$ cat config.mk
export PLATFORM = sky130hd
export DESIGN_NAME = watchdog_timer_8bit
export DESIGN_NICKNAME = d
export VERILOG_FILES = /design/src/verilog/watchdog_timer_8bit.v
export VERILOG_INCLUDE_DIRS = /design/src /design/src/verilog
export SDC_FILE = /design/constraint.sdc
export NUM_CORES = 1
export LEC_CHECK = 0
export BUFFER_PORTS_ARGS = -buffer_cell sky130_fd_sc_hd__buf_2
export CAP_MARGIN = 20
export CORE_ASPECT_RATIO = 1.2
export CORE_MARGIN = 2
export CORE_UTILIZATION = 40
export CTS_BUF_LIST = sky130_fd_sc_hd__clkbuf_4 sky130_fd_sc_hd__clkbuf_8 sky130_fd_sc_hd__clkbuf_16
export CTS_CLUSTER_DIAMETER = 50
export DETAILED_ROUTE_END_ITERATION = 16
export GPL_TIMING_DRIVEN = 0
export PLACE_DENSITY = 0.66
export SLEW_MARGIN = 40
export SYNTH_ARGS = -nofsm -noshare
export SYNTH_HDL_FRONTEND = slang
export SYNTH_SLANG_ARGS = --single-unit
export TNS_END_PERCENT = 1
$ cat constraint.sdc
create_clock -name i_clk -period 5.2 [get_ports i_clk]
set_clock_uncertainty 0.1 [all_clocks]
set_input_delay 0 -clock i_clk [delete_from_list [all_inputs] [get_ports i_clk]]
set_output_delay 0 -clock i_clk [all_outputs]
set_load 0.01 [all_outputs]
$ cat src/verilog/wdt_defines.vh
// How it works
// - Eight-bit up-counter steps once per selected prescaled tick while counting is on.
// - Clock select 0 picks system clock over 8192, 1 picks subclock over 32.
// - Wrap from all ones to zero raises internal reset and sets overflow flag.
// - Overflow reset starts one base clock after the wrap and resets the chip.
// - Overflow reset is held for exactly 512 oscillator clock cycles.
// - Counter writes load the value; counting continues upward from it.
// - Counter writes land only while counter write enable is 1.
// - Counter runs while run bit is 1 and stops while it is 0.
// - Run bit sets on one write of guard 0, run 1, with status enable set.
// - Run bit clears on any reset or a write of guard 0, run 0.
// - Guard bits 7, 5, 3, 1 read 1, store nothing, qualify the bit below.
// - Bits 6 and 4 update only when their guard bit is written 0 together.
// - Bits 2 and 0 are writable only while status write enable holds 1.
// - Overflow flag clears only by the reset pin or a guarded write of 0.
// - Module stop bit 0 means module standby, 1 releases it; reset value 1.
// - Module stop written 0 while running is stored; standby waits for run clear.
// - Every reset loads zero into the counter.
// - Subactive counts only on subclock source; halt modes freeze counter and status.
`ifndef WDT_DEFINES_VH
`define WDT_DEFINES_VH

`define WDT_IDX_CSR 16'hffb2
`define WDT_IDX_CNT 16'hffb3
`define WDT_IDX_PORT3_MODE_CONTROL 16'hffca
`define WDT_IDX_CKSTP 16'hfffb

`define WDT_CSR_RESET 8'haa
`define WDT_CNT_RESET 8'h00
`define WDT_PORT3_MODE_CONTROL_RESET 8'h00
`define WDT_CKSTP_RESET 8'hff

`define WDT_B_CWEN_GUARD 7
`define WDT_B_CWEN 6
`define WDT_B_SWEN_GUARD 5
`define WDT_B_SWEN 4
`define WDT_B_RUN_GUARD 3
`define WDT_B_RUN 2
`define WDT_B_FLAG_GUARD 1
`define WDT_B_FLAG 0
`define WDT_B_CLK_SEL 5
`define WDT_B_MOD_STOP 2

`define WDT_CKSTP_RSVD 4'hf
`define WDT_CKSTP_LOW_W 4

`define WDT_SYS_DIV_W 13
`define WDT_SYS_DIV_LAST 13'h1fff
`define WDT_SUB_DIV_W 5
`define WDT_SUB_DIV_LAST 5'h1f
`define WDT_CNT_MAX 8'hff
`define WDT_CNT_ONE 8'h01

`define WDT_OSC_RESET_CYCLES 10'h200
`define WDT_OSC_CNT_W 10
`define WDT_OSC_CNT_ONE 10'h001
`define WDT_OSC_CNT_ZERO 10'h000

`define WDT_SYNC_SUB 0
`define WDT_SYNC_OSC 1

`endif

$ cat src/verilog/watchdog_timer_8bit.v
`timescale 1ns/100ps
`include "wdt_defines.vh"

module watchdog_timer_8bit (
   input wire i_clk,
   input wire i_arst_n,
   input wire i_subclk,
   input wire i_oscclk,
   input wire i_mode_subactive,
   input wire i_mode_halted,
   input wire [15:0] i_avs_address,
   input wire i_avs_read,
   input wire i_avs_write,
   input wire [31:0] i_avs_writedata,
   input wire [3:0] i_avs_byteenable,
   output reg [31:0] o_avs_readdata,
   output wire o_avs_waitrequest,
   output reg o_wdt_reset,
   output wire o_module_standby
);

   // Pin synchronisers: bit 0 subclock, bit 1 oscillator clock
   reg [1:0] sync1_q;
   reg [1:0] sync2_q;
   reg [1:0] sync3_q;
   reg [1:0] level_q;
   reg [1:0] level_d;
   reg [1:0] level_prev_q;
   wire [1:0] rise;
   wire [1:0] pin_raw;

   assign pin_raw = {i_oscclk, i_subclk};

   always @(posedge i_clk or negedge i_arst_n) begin
      if (!i_arst_n) begin
         sync1_q <= 2'h0;
         sync2_q <= 2'h0;
         sync3_q <= 2'h0;
         level_q <= 2'h0;
         level_prev_q <= 2'h0;
      end else begin
         sync1_q <= pin_raw;
         sync2_q <= sync1_q;
         sync3_q <= sync2_q;
         level_q <= level_d;
         level_prev_q <= level_q;
      end
   end

   // A level change counts only once stages two and three agree
   always @* begin
      level_d = level_q;
      if (sync2_q[`WDT_SYNC_SUB] == sync3_q[`WDT_SYNC_SUB]) begin
         level_d[`WDT_SYNC_SUB] = sync3_q[`WDT_SYNC_SUB];
      end
      if (sync2_q[`WDT_SYNC_OSC] == sync3_q[`WDT_SYNC_OSC]) begin
         level_d[`WDT_SYNC_OSC] = sync3_q[`WDT_SYNC_OSC];
      end
   end

   assign rise = level_q & ~level_prev_q;

   // Bus handshake: one wait cycle, then the access completes
   reg ack_q;
   wire req;
   wire wr_now;
   wire rd_now;
   wire lane0;
   wire [7:0] wdata;

   assign req = i_avs_read | i_avs_write;
   assign o_avs_waitrequest = req & ~ack_q;
   assign wr_now = i_avs_write & ack_q;
   assign rd_now = i_avs_read & ~ack_q;
   assign lane0 = i_avs_byteenable[0];
   assign wdata = i_avs_writedata[7:0];

   reg ack_d;

   always @* begin
      ack_d = req & ~ack_q;
   end

   always @(posedge i_clk or negedge i_arst_n) begin
      if (!i_arst_n) begin
         ack_q <= 1'b0;
      end else begin
         ack_q <= ack_d;
      end
   end

   wire wr_csr;
   wire wr_cnt;
   wire wr_port3_mode_control;
   wire wr_ckstp;

   assign wr_csr = wr_now & lane0 & (i_avs_address == `WDT_IDX_CSR);
   assign wr_cnt = wr_now & lane0 & (i_avs_address == `WDT_IDX_CNT);
   assign wr_port3_mode_control = wr_now & lane0 & (i_avs_address == `WDT_IDX_PORT3_MODE_CONTROL);
   assign wr_ckstp = wr_now & lane0 & (i_avs_address == `WDT_IDX_CKSTP);

   // Registers
   reg cwen_q;
   reg swen_q;
   reg run_q;
   reg flag_q;
   reg [7:0] cnt_q;
   reg [7:0] cnt_d;
   reg [7:0] port3_mode_control_q;
   reg [3:0] ckstp_q;
   reg ovf_pend_q;
   reg [`WDT_OSC_CNT_W-1:0] osc_cnt_q;

   wire clk_sel;
   wire standby_eff;
   wire frozen;
   wire tick;
   wire cnt_step;
   wire overflow;
   wire int_rst;

   assign clk_sel = port3_mode_control_q[`WDT_B_CLK_SEL];
   // A stored stop bit only bites once the watchdog is no longer running
   assign standby_eff = ~ckstp_q[`WDT_B_MOD_STOP] & ~run_q;
   assign o_module_standby = standby_eff;
   // Halt modes freeze counter and status; subactive needs the subclock source
   assign frozen = i_mode_halted | standby_eff | (i_mode_subactive & ~clk_sel);
   // The whole chip is in reset while the pulse is out, this block too except the flag
   assign int_rst = o_wdt_reset;

   // Prescalers
   reg [`WDT_SYS_DIV_W-1:0] sys_div_q;
   reg [`WDT_SUB_DIV_W-1:0] sub_div_q;
   wire sys_tick;
   wire sub_tick;

   reg [`WDT_SYS_DIV_W-1:0] sys_div_d;
   reg [`WDT_SUB_DIV_W-1:0] sub_div_d;

   // Prescalers run free, so starting the counter never waits on them
   always @* begin
      sys_div_d = sys_div_q + 1'b1;
      sub_div_d = sub_div_q;
      if (rise[`WDT_SYNC_SUB]) begin
         sub_div_d = sub_div_q + 1'b1;
      end
      if (int_rst) begin
         sys_div_d = {`WDT_SYS_DIV_W{1'b0}};
         sub_div_d = {`WDT_SUB_DIV_W{1'b0}};
      end
   end

   always @(posedge i_clk or negedge i_arst_n) begin
      if (!i_arst_n) begin
         sys_div_q <= {`WDT_SYS_DIV_W{1'b0}};
         sub_div_q <= {`WDT_SUB_DIV_W{1'b0}};
      end else begin
         sys_div_q <= sys_div_d;
         sub_div_q <= sub_div_d;
      end
   end

   assign sys_tick = (sys_div_q == `WDT_SYS_DIV_LAST);
   assign sub_tick = rise[`WDT_SYNC_SUB] & (sub_div_q == `WDT_SUB_DIV_LAST);
   assign tick = clk_sel ? sub_tick : sys_tick;

   wire wr_cnt_ok;
   wire cnt_at_max;

   assign wr_cnt_ok = wr_cnt & cwen_q & ~frozen;
   assign cnt_at_max = (cnt_q == `WDT_CNT_MAX);
   assign cnt_step = tick & run_q & ~frozen;
   // A counter write in the same cycle discards the step and any wrap
   assign overflow = cnt_step & ~wr_cnt_ok & cnt_at_max;

   always @* begin
      cnt_d = cnt_q;
      if (wr_cnt_ok) begin
         cnt_d = wdata;
      end else if (cnt_step) begin
         cnt_d = cnt_q + `WDT_CNT_ONE;
      end
   end

   always @(posedge i_clk or negedge i_arst_n) begin
      if (!i_arst_n) begin
         cnt_q <= `WDT_CNT_RESET;
      end else if (int_rst) begin
         cnt_q <= `WDT_CNT_RESET;
      end else begin
         cnt_q <= cnt_d;
      end
   end

   // Control and status bits; guard bits are never stored
   localparam [7:0] csr_rst_val = `WDT_CSR_RESET;
   localparam [7:0] ckstp_rst_val = `WDT_CKSTP_RESET;

   wire csr_wr_ok;
   reg cwen_d;
   reg swen_d;
   reg run_d;
   reg flag_d;
   reg [7:0] port3_mode_control_d;
   reg [3:0] ckstp_d;

   assign csr_wr_ok = wr_csr & ~frozen;

   always @* begin
      cwen_d = cwen_q;
      swen_d = swen_q;
      run_d = run_q;
      if (int_rst) begin
         cwen_d = csr_rst_val[`WDT_B_CWEN];
         swen_d = csr_rst_val[`WDT_B_SWEN];
         run_d = csr_rst_val[`WDT_B_RUN];
      end else if (csr_wr_ok) begin
         if (!wdata[`WDT_B_CWEN_GUARD]) begin
            cwen_d = wdata[`WDT_B_CWEN];
         end
         if (!wdata[`WDT_B_SWEN_GUARD]) begin
            swen_d = wdata[`WDT_B_SWEN];
         end
         // Uses the enable held before this write, never the one written now
         if (swen_q && !wdata[`WDT_B_RUN_GUARD]) begin
            run_d = wdata[`WDT_B_RUN];
         end
      end
   end

   always @(posedge i_clk or negedge i_arst_n) begin
      if (!i_arst_n) begin
         cwen_q <= csr_rst_val[`WDT_B_CWEN];
         swen_q <= csr_rst_val[`WDT_B_SWEN];
         run_q <= csr_rst_val[`WDT_B_RUN];
      end else begin
         cwen_q <= cwen_d;
         swen_q <= swen_d;
         run_q <= run_d;
      end
   end

   // Only the reset pin clears the flag asynchronously; the wrap sets it
   // A set in the same cycle as a clear wins
   always @* begin
      flag_d = flag_q;
      if (overflow) begin
         flag_d = 1'b1;
      end else if (csr_wr_ok && swen_q && !wdata[`WDT_B_FLAG_GUARD]
                   && !wdata[`WDT_B_FLAG]) begin
         flag_d = 1'b0;
      end
   end

   always @(posedge i_clk or negedge i_arst_n) begin
      if (!i_arst_n) begin
         flag_q <= csr_rst_val[`WDT_B_FLAG];
      end else begin
         flag_q <= flag_d;
      end
   end

   // Clock source select lives in the port mode register; a change while
   // running is not blocked, software must stop the watchdog first
   always @* begin
      port3_mode_control_d = port3_mode_control_q;
      ckstp_d = ckstp_q;
      if (int_rst) begin
         port3_mode_control_d = `WDT_PORT3_MODE_CONTROL_RESET;
         ckstp_d = ckstp_rst_val[`WDT_CKSTP_LOW_W-1:0];
      end else begin
         if (wr_port3_mode_control) begin
            port3_mode_control_d = wdata;
         end
         if (wr_ckstp) begin
            ckstp_d = wdata[`WDT_CKSTP_LOW_W-1:0];
         end
      end
   end

   always @(posedge i_clk or negedge i_arst_n) begin
      if (!i_arst_n) begin
         port3_mode_control_q <= `WDT_PORT3_MODE_CONTROL_RESET;
         ckstp_q <= ckstp_rst_val[`WDT_CKSTP_LOW_W-1:0];
      end else begin
         port3_mode_control_q <= port3_mode_control_d;
         ckstp_q <= ckstp_d;
      end
   end

   // Reset pulse: one base clock after the wrap, then 512 oscillator edges
   reg ovf_pend_d;
   reg wdt_reset_d;
   reg [`WDT_OSC_CNT_W-1:0] osc_cnt_d;
   wire osc_last;
   wire pulse_start;
   wire pulse_step;

   assign osc_last = (osc_cnt_q == `WDT_OSC_RESET_CYCLES - `WDT_OSC_CNT_ONE);
   assign pulse_start = ovf_pend_q & ~o_wdt_reset;
   assign pulse_step = o_wdt_reset & rise[`WDT_SYNC_OSC];

   // The edge count restarts when a new pulse begins and clears after the last edge
   always @* begin
      ovf_pend_d = overflow;
      wdt_reset_d = o_wdt_reset;
      osc_cnt_d = osc_cnt_q;
      if (pulse_start) begin
         wdt_reset_d = 1'b1;
         osc_cnt_d = `WDT_OSC_CNT_ZERO;
      end else if (pulse_step) begin
         if (osc_last) begin
            wdt_reset_d = 1'b0;
            osc_cnt_d = `WDT_OSC_CNT_ZERO;
         end else begin
            osc_cnt_d = osc_cnt_q + `WDT_OSC_CNT_ONE;
         end
      end
   end

   always @(posedge i_clk or negedge i_arst_n) begin
      if (!i_arst_n) begin
         ovf_pend_q <= 1'b0;
         o_wdt_reset <= 1'b0;
         osc_cnt_q <= `WDT_OSC_CNT_ZERO;
      end else begin
         ovf_pend_q <= ovf_pend_d;
         o_wdt_reset <= wdt_reset_d;
         osc_cnt_q <= osc_cnt_d;
      end
   end

   // Read data; guard bits and reserved bits read as one
   reg [7:0] rd_byte;

   always @* begin
      rd_byte = 8'h00;
      case (i_avs_address)
         `WDT_IDX_CSR: begin
            rd_byte = {1'b1, cwen_q, 1'b1, swen_q, 1'b1, run_q, 1'b1, flag_q};
         end
         `WDT_IDX_CNT: begin
            rd_byte = cnt_q;
         end
         `WDT_IDX_PORT3_MODE_CONTROL: begin
            rd_byte = port3_mode_control_q;
         end
         `WDT_IDX_CKSTP: begin
            rd_byte = {`WDT_CKSTP_RSVD, ckstp_q};
         end
         default: begin
            rd_byte = 8'h00;
         end
      endcase
   end

   reg [31:0] rdata_d;

   always @* begin
      rdata_d = o_avs_readdata;
      if (rd_now) begin
         rdata_d = {24'h00_0000, rd_byte};
      end
   end

   always @(posedge i_clk or negedge i_arst_n) begin
      if (!i_arst_n) begin
         o_avs_readdata <= 32'h0000_0000;
      end else begin
         o_avs_readdata <= rdata_d;
      end
   end

endmodule

Yosys cells after proc, flatten, opt, wreduce, memory -nomap -nowiden
Index checks and enable logic that the tools add are counted.
Cells by class
  add/sub/neg operators: 4
  reductions and logical operators: 20
  mux-type cells: 29
  bitwise logic cells: 32
  equal/unequal tests: 12
Operators with widths (count)
  16-bit == test (second input constant): 4
  8-bit 2-to-1 mux: 5
  8-bit one-hot mux with 4 select lines: 1
  10-bit 2-to-1 mux: 3
  1-bit AND: 20
  2-bit nonzero test: 8
  1-bit 2-to-1 mux: 15
  13-bit by 1-bit adder with 13-bit output (second input constant): 1
  13-bit == test (second input constant): 1
  13-bit 2-to-1 mux: 1
  10-bit by 1-bit adder with 10-bit output (second input constant): 1
  10-bit by 9-bit == test with 1-bit output (second input constant): 1
  5-bit 2-to-1 mux: 2
  8-bit by 1-bit adder with 8-bit output (second input constant): 1
  8-bit == test (second input constant): 1
  4-bit 2-to-1 mux: 2
  2-bit AND reduction: 4
  1-bit inverter: 7
  5-bit by 1-bit adder with 5-bit output (second input constant): 1
  5-bit == test (second input constant): 1
  1-bit logical AND: 4
  2-bit by 1-bit != test with 1-bit output (second input constant): 2
  1-bit logical NOT: 3
  1-bit OR: 3
  other kinds (4): 5
Word-level totals
  output and inout port bits: 35
  input port bits: 60
  word-level logic and storage cells: 117
  register bits after elaboration: 73

Logic depth before layout (Yosys ltp)
  word-level depth: 11
  depth in mapped cells: 8
  depth with buffers taken out: 8

Least setup slack after synthesis
No wires, ideal clock.
  kind: flip-flop to flip-flop
  start: register sub_div_q[0]
  end: register cnt_q[1]
  clock period less this slack: 2.008 ns
  data required time: 4.977 ns
  setup time: 0.123 ns
  data arrival time: 1.786 ns
  slack: 3.192 ns
  path buffers: 0
  cell stages (with the launch flop): 9
  cell sequence: dfrtp_1 -> ha_1 -> and3_1 -> ha_1 -> and4b_1 -> o21ai_1 -> nor2_1 -> mux2i_1 -> o2bb2ai_1
Between the ends
  longest elaborated chain between the ends: 6
Ends and longest elaborated chain
  from (decl): RTL line watchdog_timer_8bit.v:133  | reg [`WDT_SUB_DIV_W-1:0] sub_div_q;
  from (signal assigned): RTL line watchdog_timer_8bit.v:156  | sub_div_q <= {`WDT_SUB_DIV_W{1'b0}};
  from (signal assigned): RTL line watchdog_timer_8bit.v:159  | sub_div_q <= sub_div_d;
  5-bit == test (no source line)
  1-bit AND: RTL line watchdog_timer_8bit.v:164  | assign sub_tick = rise[`WDT_SYNC_SUB] & (sub_div_q == `WDT_SUB_DIV_LAST);
  1-bit 2-to-1 mux: RTL line watchdog_timer_8bit.v:165  | assign tick = clk_sel ? sub_tick : sys_tick;
  1-bit AND (2 in a row): RTL line watchdog_timer_8bit.v:172  | assign cnt_step = tick & run_q & ~frozen;
  3-bit nonzero test (no source line)
  to (signal assigned): RTL line watchdog_timer_8bit.v:187  | cnt_q <= `WDT_CNT_RESET;
  to (signal assigned): RTL line watchdog_timer_8bit.v:189  | cnt_q <= `WDT_CNT_RESET;
  to (signal assigned): RTL line watchdog_timer_8bit.v:191  | cnt_q <= cnt_d;
  to (decl): RTL line watchdog_timer_8bit.v:107  | reg [7:0] cnt_q;
Every way passes these cells.
A chain may end at the register's enable or synchronous reset.

Worst setup path after layout
  start: register sub_div_q[0]
  end: register cnt_q[0]
Same word-level chain as after synthesis.

==> metrics.txt <==
Avg WL per Cell 14.0 µm; share of cells above drive strength 1 23.3%; Cells after Synth 365; Clock Tree Root clkbuf_8; clk_lat worst skew 0.34 ns; critical path endpoint cnt_q[0]; CP arrival 2.36 ns; Crit Path Category reg2reg; Yosys cell types 56; main combinational cell family by area after synthesis simple AND/OR/NAND/NOR gates; Max Cap Violations 0; final setup vio count 0; detailed placer's ending HPWL 5.99 mm; first-pass GRT wire length 13.7 mm; Worst R2R Setup Slack 2.96 ns; initial antenna violation count 0; drt total wl 8.14 mm; number of global-route vias before repair 2,948; CP Max Fanout 7; Initial Utilization 41.4%; htree depth 3; Cell Area, Synth 0.00378 mm²; synth cell count leaders dfrtp_1, nor2_1, nand2_1; reg2reg start sub_div_q[0]; ANT cells 0; CTS tree yes; Clock Pin Slew Worst Setup and Hold Paths 0.07 ns; input/output buffers 43; Crit. Startpoint sub_div_q[0]; #FFs+latches synth 73; final critical-path required period 2.24 ns; synth warn 0; compound-cell area share of the yosys netlist 11.0%; Pwr Density 277 mW/mm²; Lkg Pwr 2.16 nW; area share of the largest cell type after synthesis 45.7%; Slew HR 56.5%; Post-Synth XOR/XNOR Area 5.57%; CTS sink cnt 73; worst vdd ir 0.000190 V; 1st-iter DRT viols 134; Hold Crit Class in2reg; largest cells by area after synthesis dfrtp_1, buf_4, nor2_1; Setup crit end kind register; startpoint types register; Slew Limit Fails 0; post-synthesis sequential area ratio 48.5%; Non-Filler Cell Area, Final 0.00466 mm²; Ports 95; Worst Reg-to-Reg Cells 8; DRC viols 0; worst endpoint required time 5.32 ns; most area-hungry cell type in the Yosys netlist dfrtp_1; largest net degree at the start of global routing 62; via count 2,925; multiplexer share of the synthesized area 4.61%; final period utilization 43.0%; Num CTS Buffers 9; DIE AREA 0.0102 mm²; Final nets 523; Layout area overhead 23.5%; Synth Area per Inst 10.3 µm²; top-count cell post-synth dfrtp_1; Worst Tran Pin Value 0.651 ns; Final GP Congestion 0.828; total core area 0.00913 mm²; DRT Pass-1 Iters 4; Fmax 447 MHz; gr usage total 16.7%; asr flop ratio synth 100%; GRT overflow 0; Site Rows 38; Final Hold Violating Endpoints 0; DR vias/cell 5.02; Antenna Nets Post-Route 0; Main synth FF type dfrtp_1; status finished clean; Die X 92.7 µm; Die H 110 µm; simple-gate share of the synthesized area 21.7%; clk buf depth 2; Setup TNS Final 0 ns; Post-Synth Adder-Cell Area 2.19%; FF-to-FF End cnt_q[0]; RSZ-0062 raised after global routing false; DP Area 0.00426 mm²; EDFF count, synth 0
-- worst min path at each step --
stage,start,to,cells past startpoint
CTS,i_mode_subactive,run_q,4
finish,i_mode_subactive,run_q,4
global route,i_mode_subactive,run_q,4
detailed placement,i_arst_n,osc_cnt_q[1],1
global placement,i_subclk,sync1_q[0],1
floorplan,i_arst_n,ack_q,0
-- kinds of logic (layout without fill, tap and decap cells) --
group,Yosys count,count (layout)
AOI/OAI and AO/OA,55,55
DFF,73,73
muxes,17,17
buffers and inverters,38,113
other,1,24
xor gates and xnor gates,24,24
adders and majority gates,7,7
and+or+nand+nor,150,150
-- metrics by stage --
stage               cells  util [%]  worst slack, ns  hold slack (ns)  total power [W]
floorplan             388         -             3.19           -0.396         0.000699
global placement      551      46.3             2.99           0.0100         0.000740
detailed placement    552      46.7             2.96           -0.271         0.000751
CTS                   583      51.1             2.95           0.0362          0.00131
global route          583      51.1             2.76            0.103          0.00135
finish                583      51.1             2.96           0.0637          0.00129
-- flip-flops by register name (all words and copies together) (netlist names) --
name and count:
ack_q 1, ckstp_q 4, cnt_q 8, cwen_q 1, flag_q 1, level_prev_q 2, level_q 2, o_avs_readdata 8
o_wdt_reset 1, osc_cnt_q 10, ovf_pend_q 1, port3_mode_control_q 8, run_q 1, sub_div_q 5, swen_q 1, sync1_q 2
sync2_q 2, sync3_q 2, sys_div_q 13
-- what timing repair did --
action                                 in CTS  in global routing
hold buffers                               15                  0
buffers inserted                            0                  0
resized for setup                           0                  0
endpoints found under the hold margin     101                  0
-- cell usage in the layout, fill, tap and decap left out, types with 5 or more instances in the layout --
cell type / n
dlygate4sd3_1: 15
a31oi_1: 6
xor2_1: 11
mux2i_1: 14
buf_4: 25
a21oi_1: 9
nor2b_1: 9
dfrtp_1: 69
clkbuf_1: 6
ha_1: 5
and3_1: 8
o21ai_0: 6
nor3_1: 7
nor2_1: 44
nand2_1: 31
o2bb2ai_1: 8
xnor2_1: 13
buf_2: 44
nand3_1: 12
conb_1: 24
clkbuf_8: 10
-- power breakdown --
| part | switching, W | leakage, nW | total, W | internal (W) |
|---|---|---|---|---|
| Combinational | 0.0000672 | 1.09 | 0.000130 | 0.0000631 |
| Sequential | 0.0000207 | 0.943 | 0.000617 | 0.000596 |
| Clock | 0.000212 | 0.123 | 0.000545 | 0.000333 |
-- layout make-up --
cell class              instances  area (µm²)
flip-flops and latches         73        1830
well taps                     120         150
fillers                       844        4460
multi-input cells             277        1790
repair buffers                 59         399
plain buffers                  34         224
clock inverters                 6         115
inverters                       4        15.0
clock buffers                  10         138
-- worst max-delay path: stages, from the launching register on --
cell and delay (ns):
dfrtp_1 0.41, ha_1 0.22, and3_1 0.19, ha_1 0.17, and4b_1 0.20, o21ai_1 0.40
nor2_1 0.18, xnor2_1 0.17, o2bb2ai_1 0.08
-- metal layers --
metal | vias to the layer above | share of wire (%) | track usage (%)
met5 | - | 0 | 0
met4 | 0 | 2.8 | 8.14
met3 | 20 | 4.0 | 2.59
met2 | 71 | 50 | 27.6
met1 | 1389 | 43 | 21.1
li1 | 1445 | - | -
Note: power is estimated with default switching activity, not from simulation.
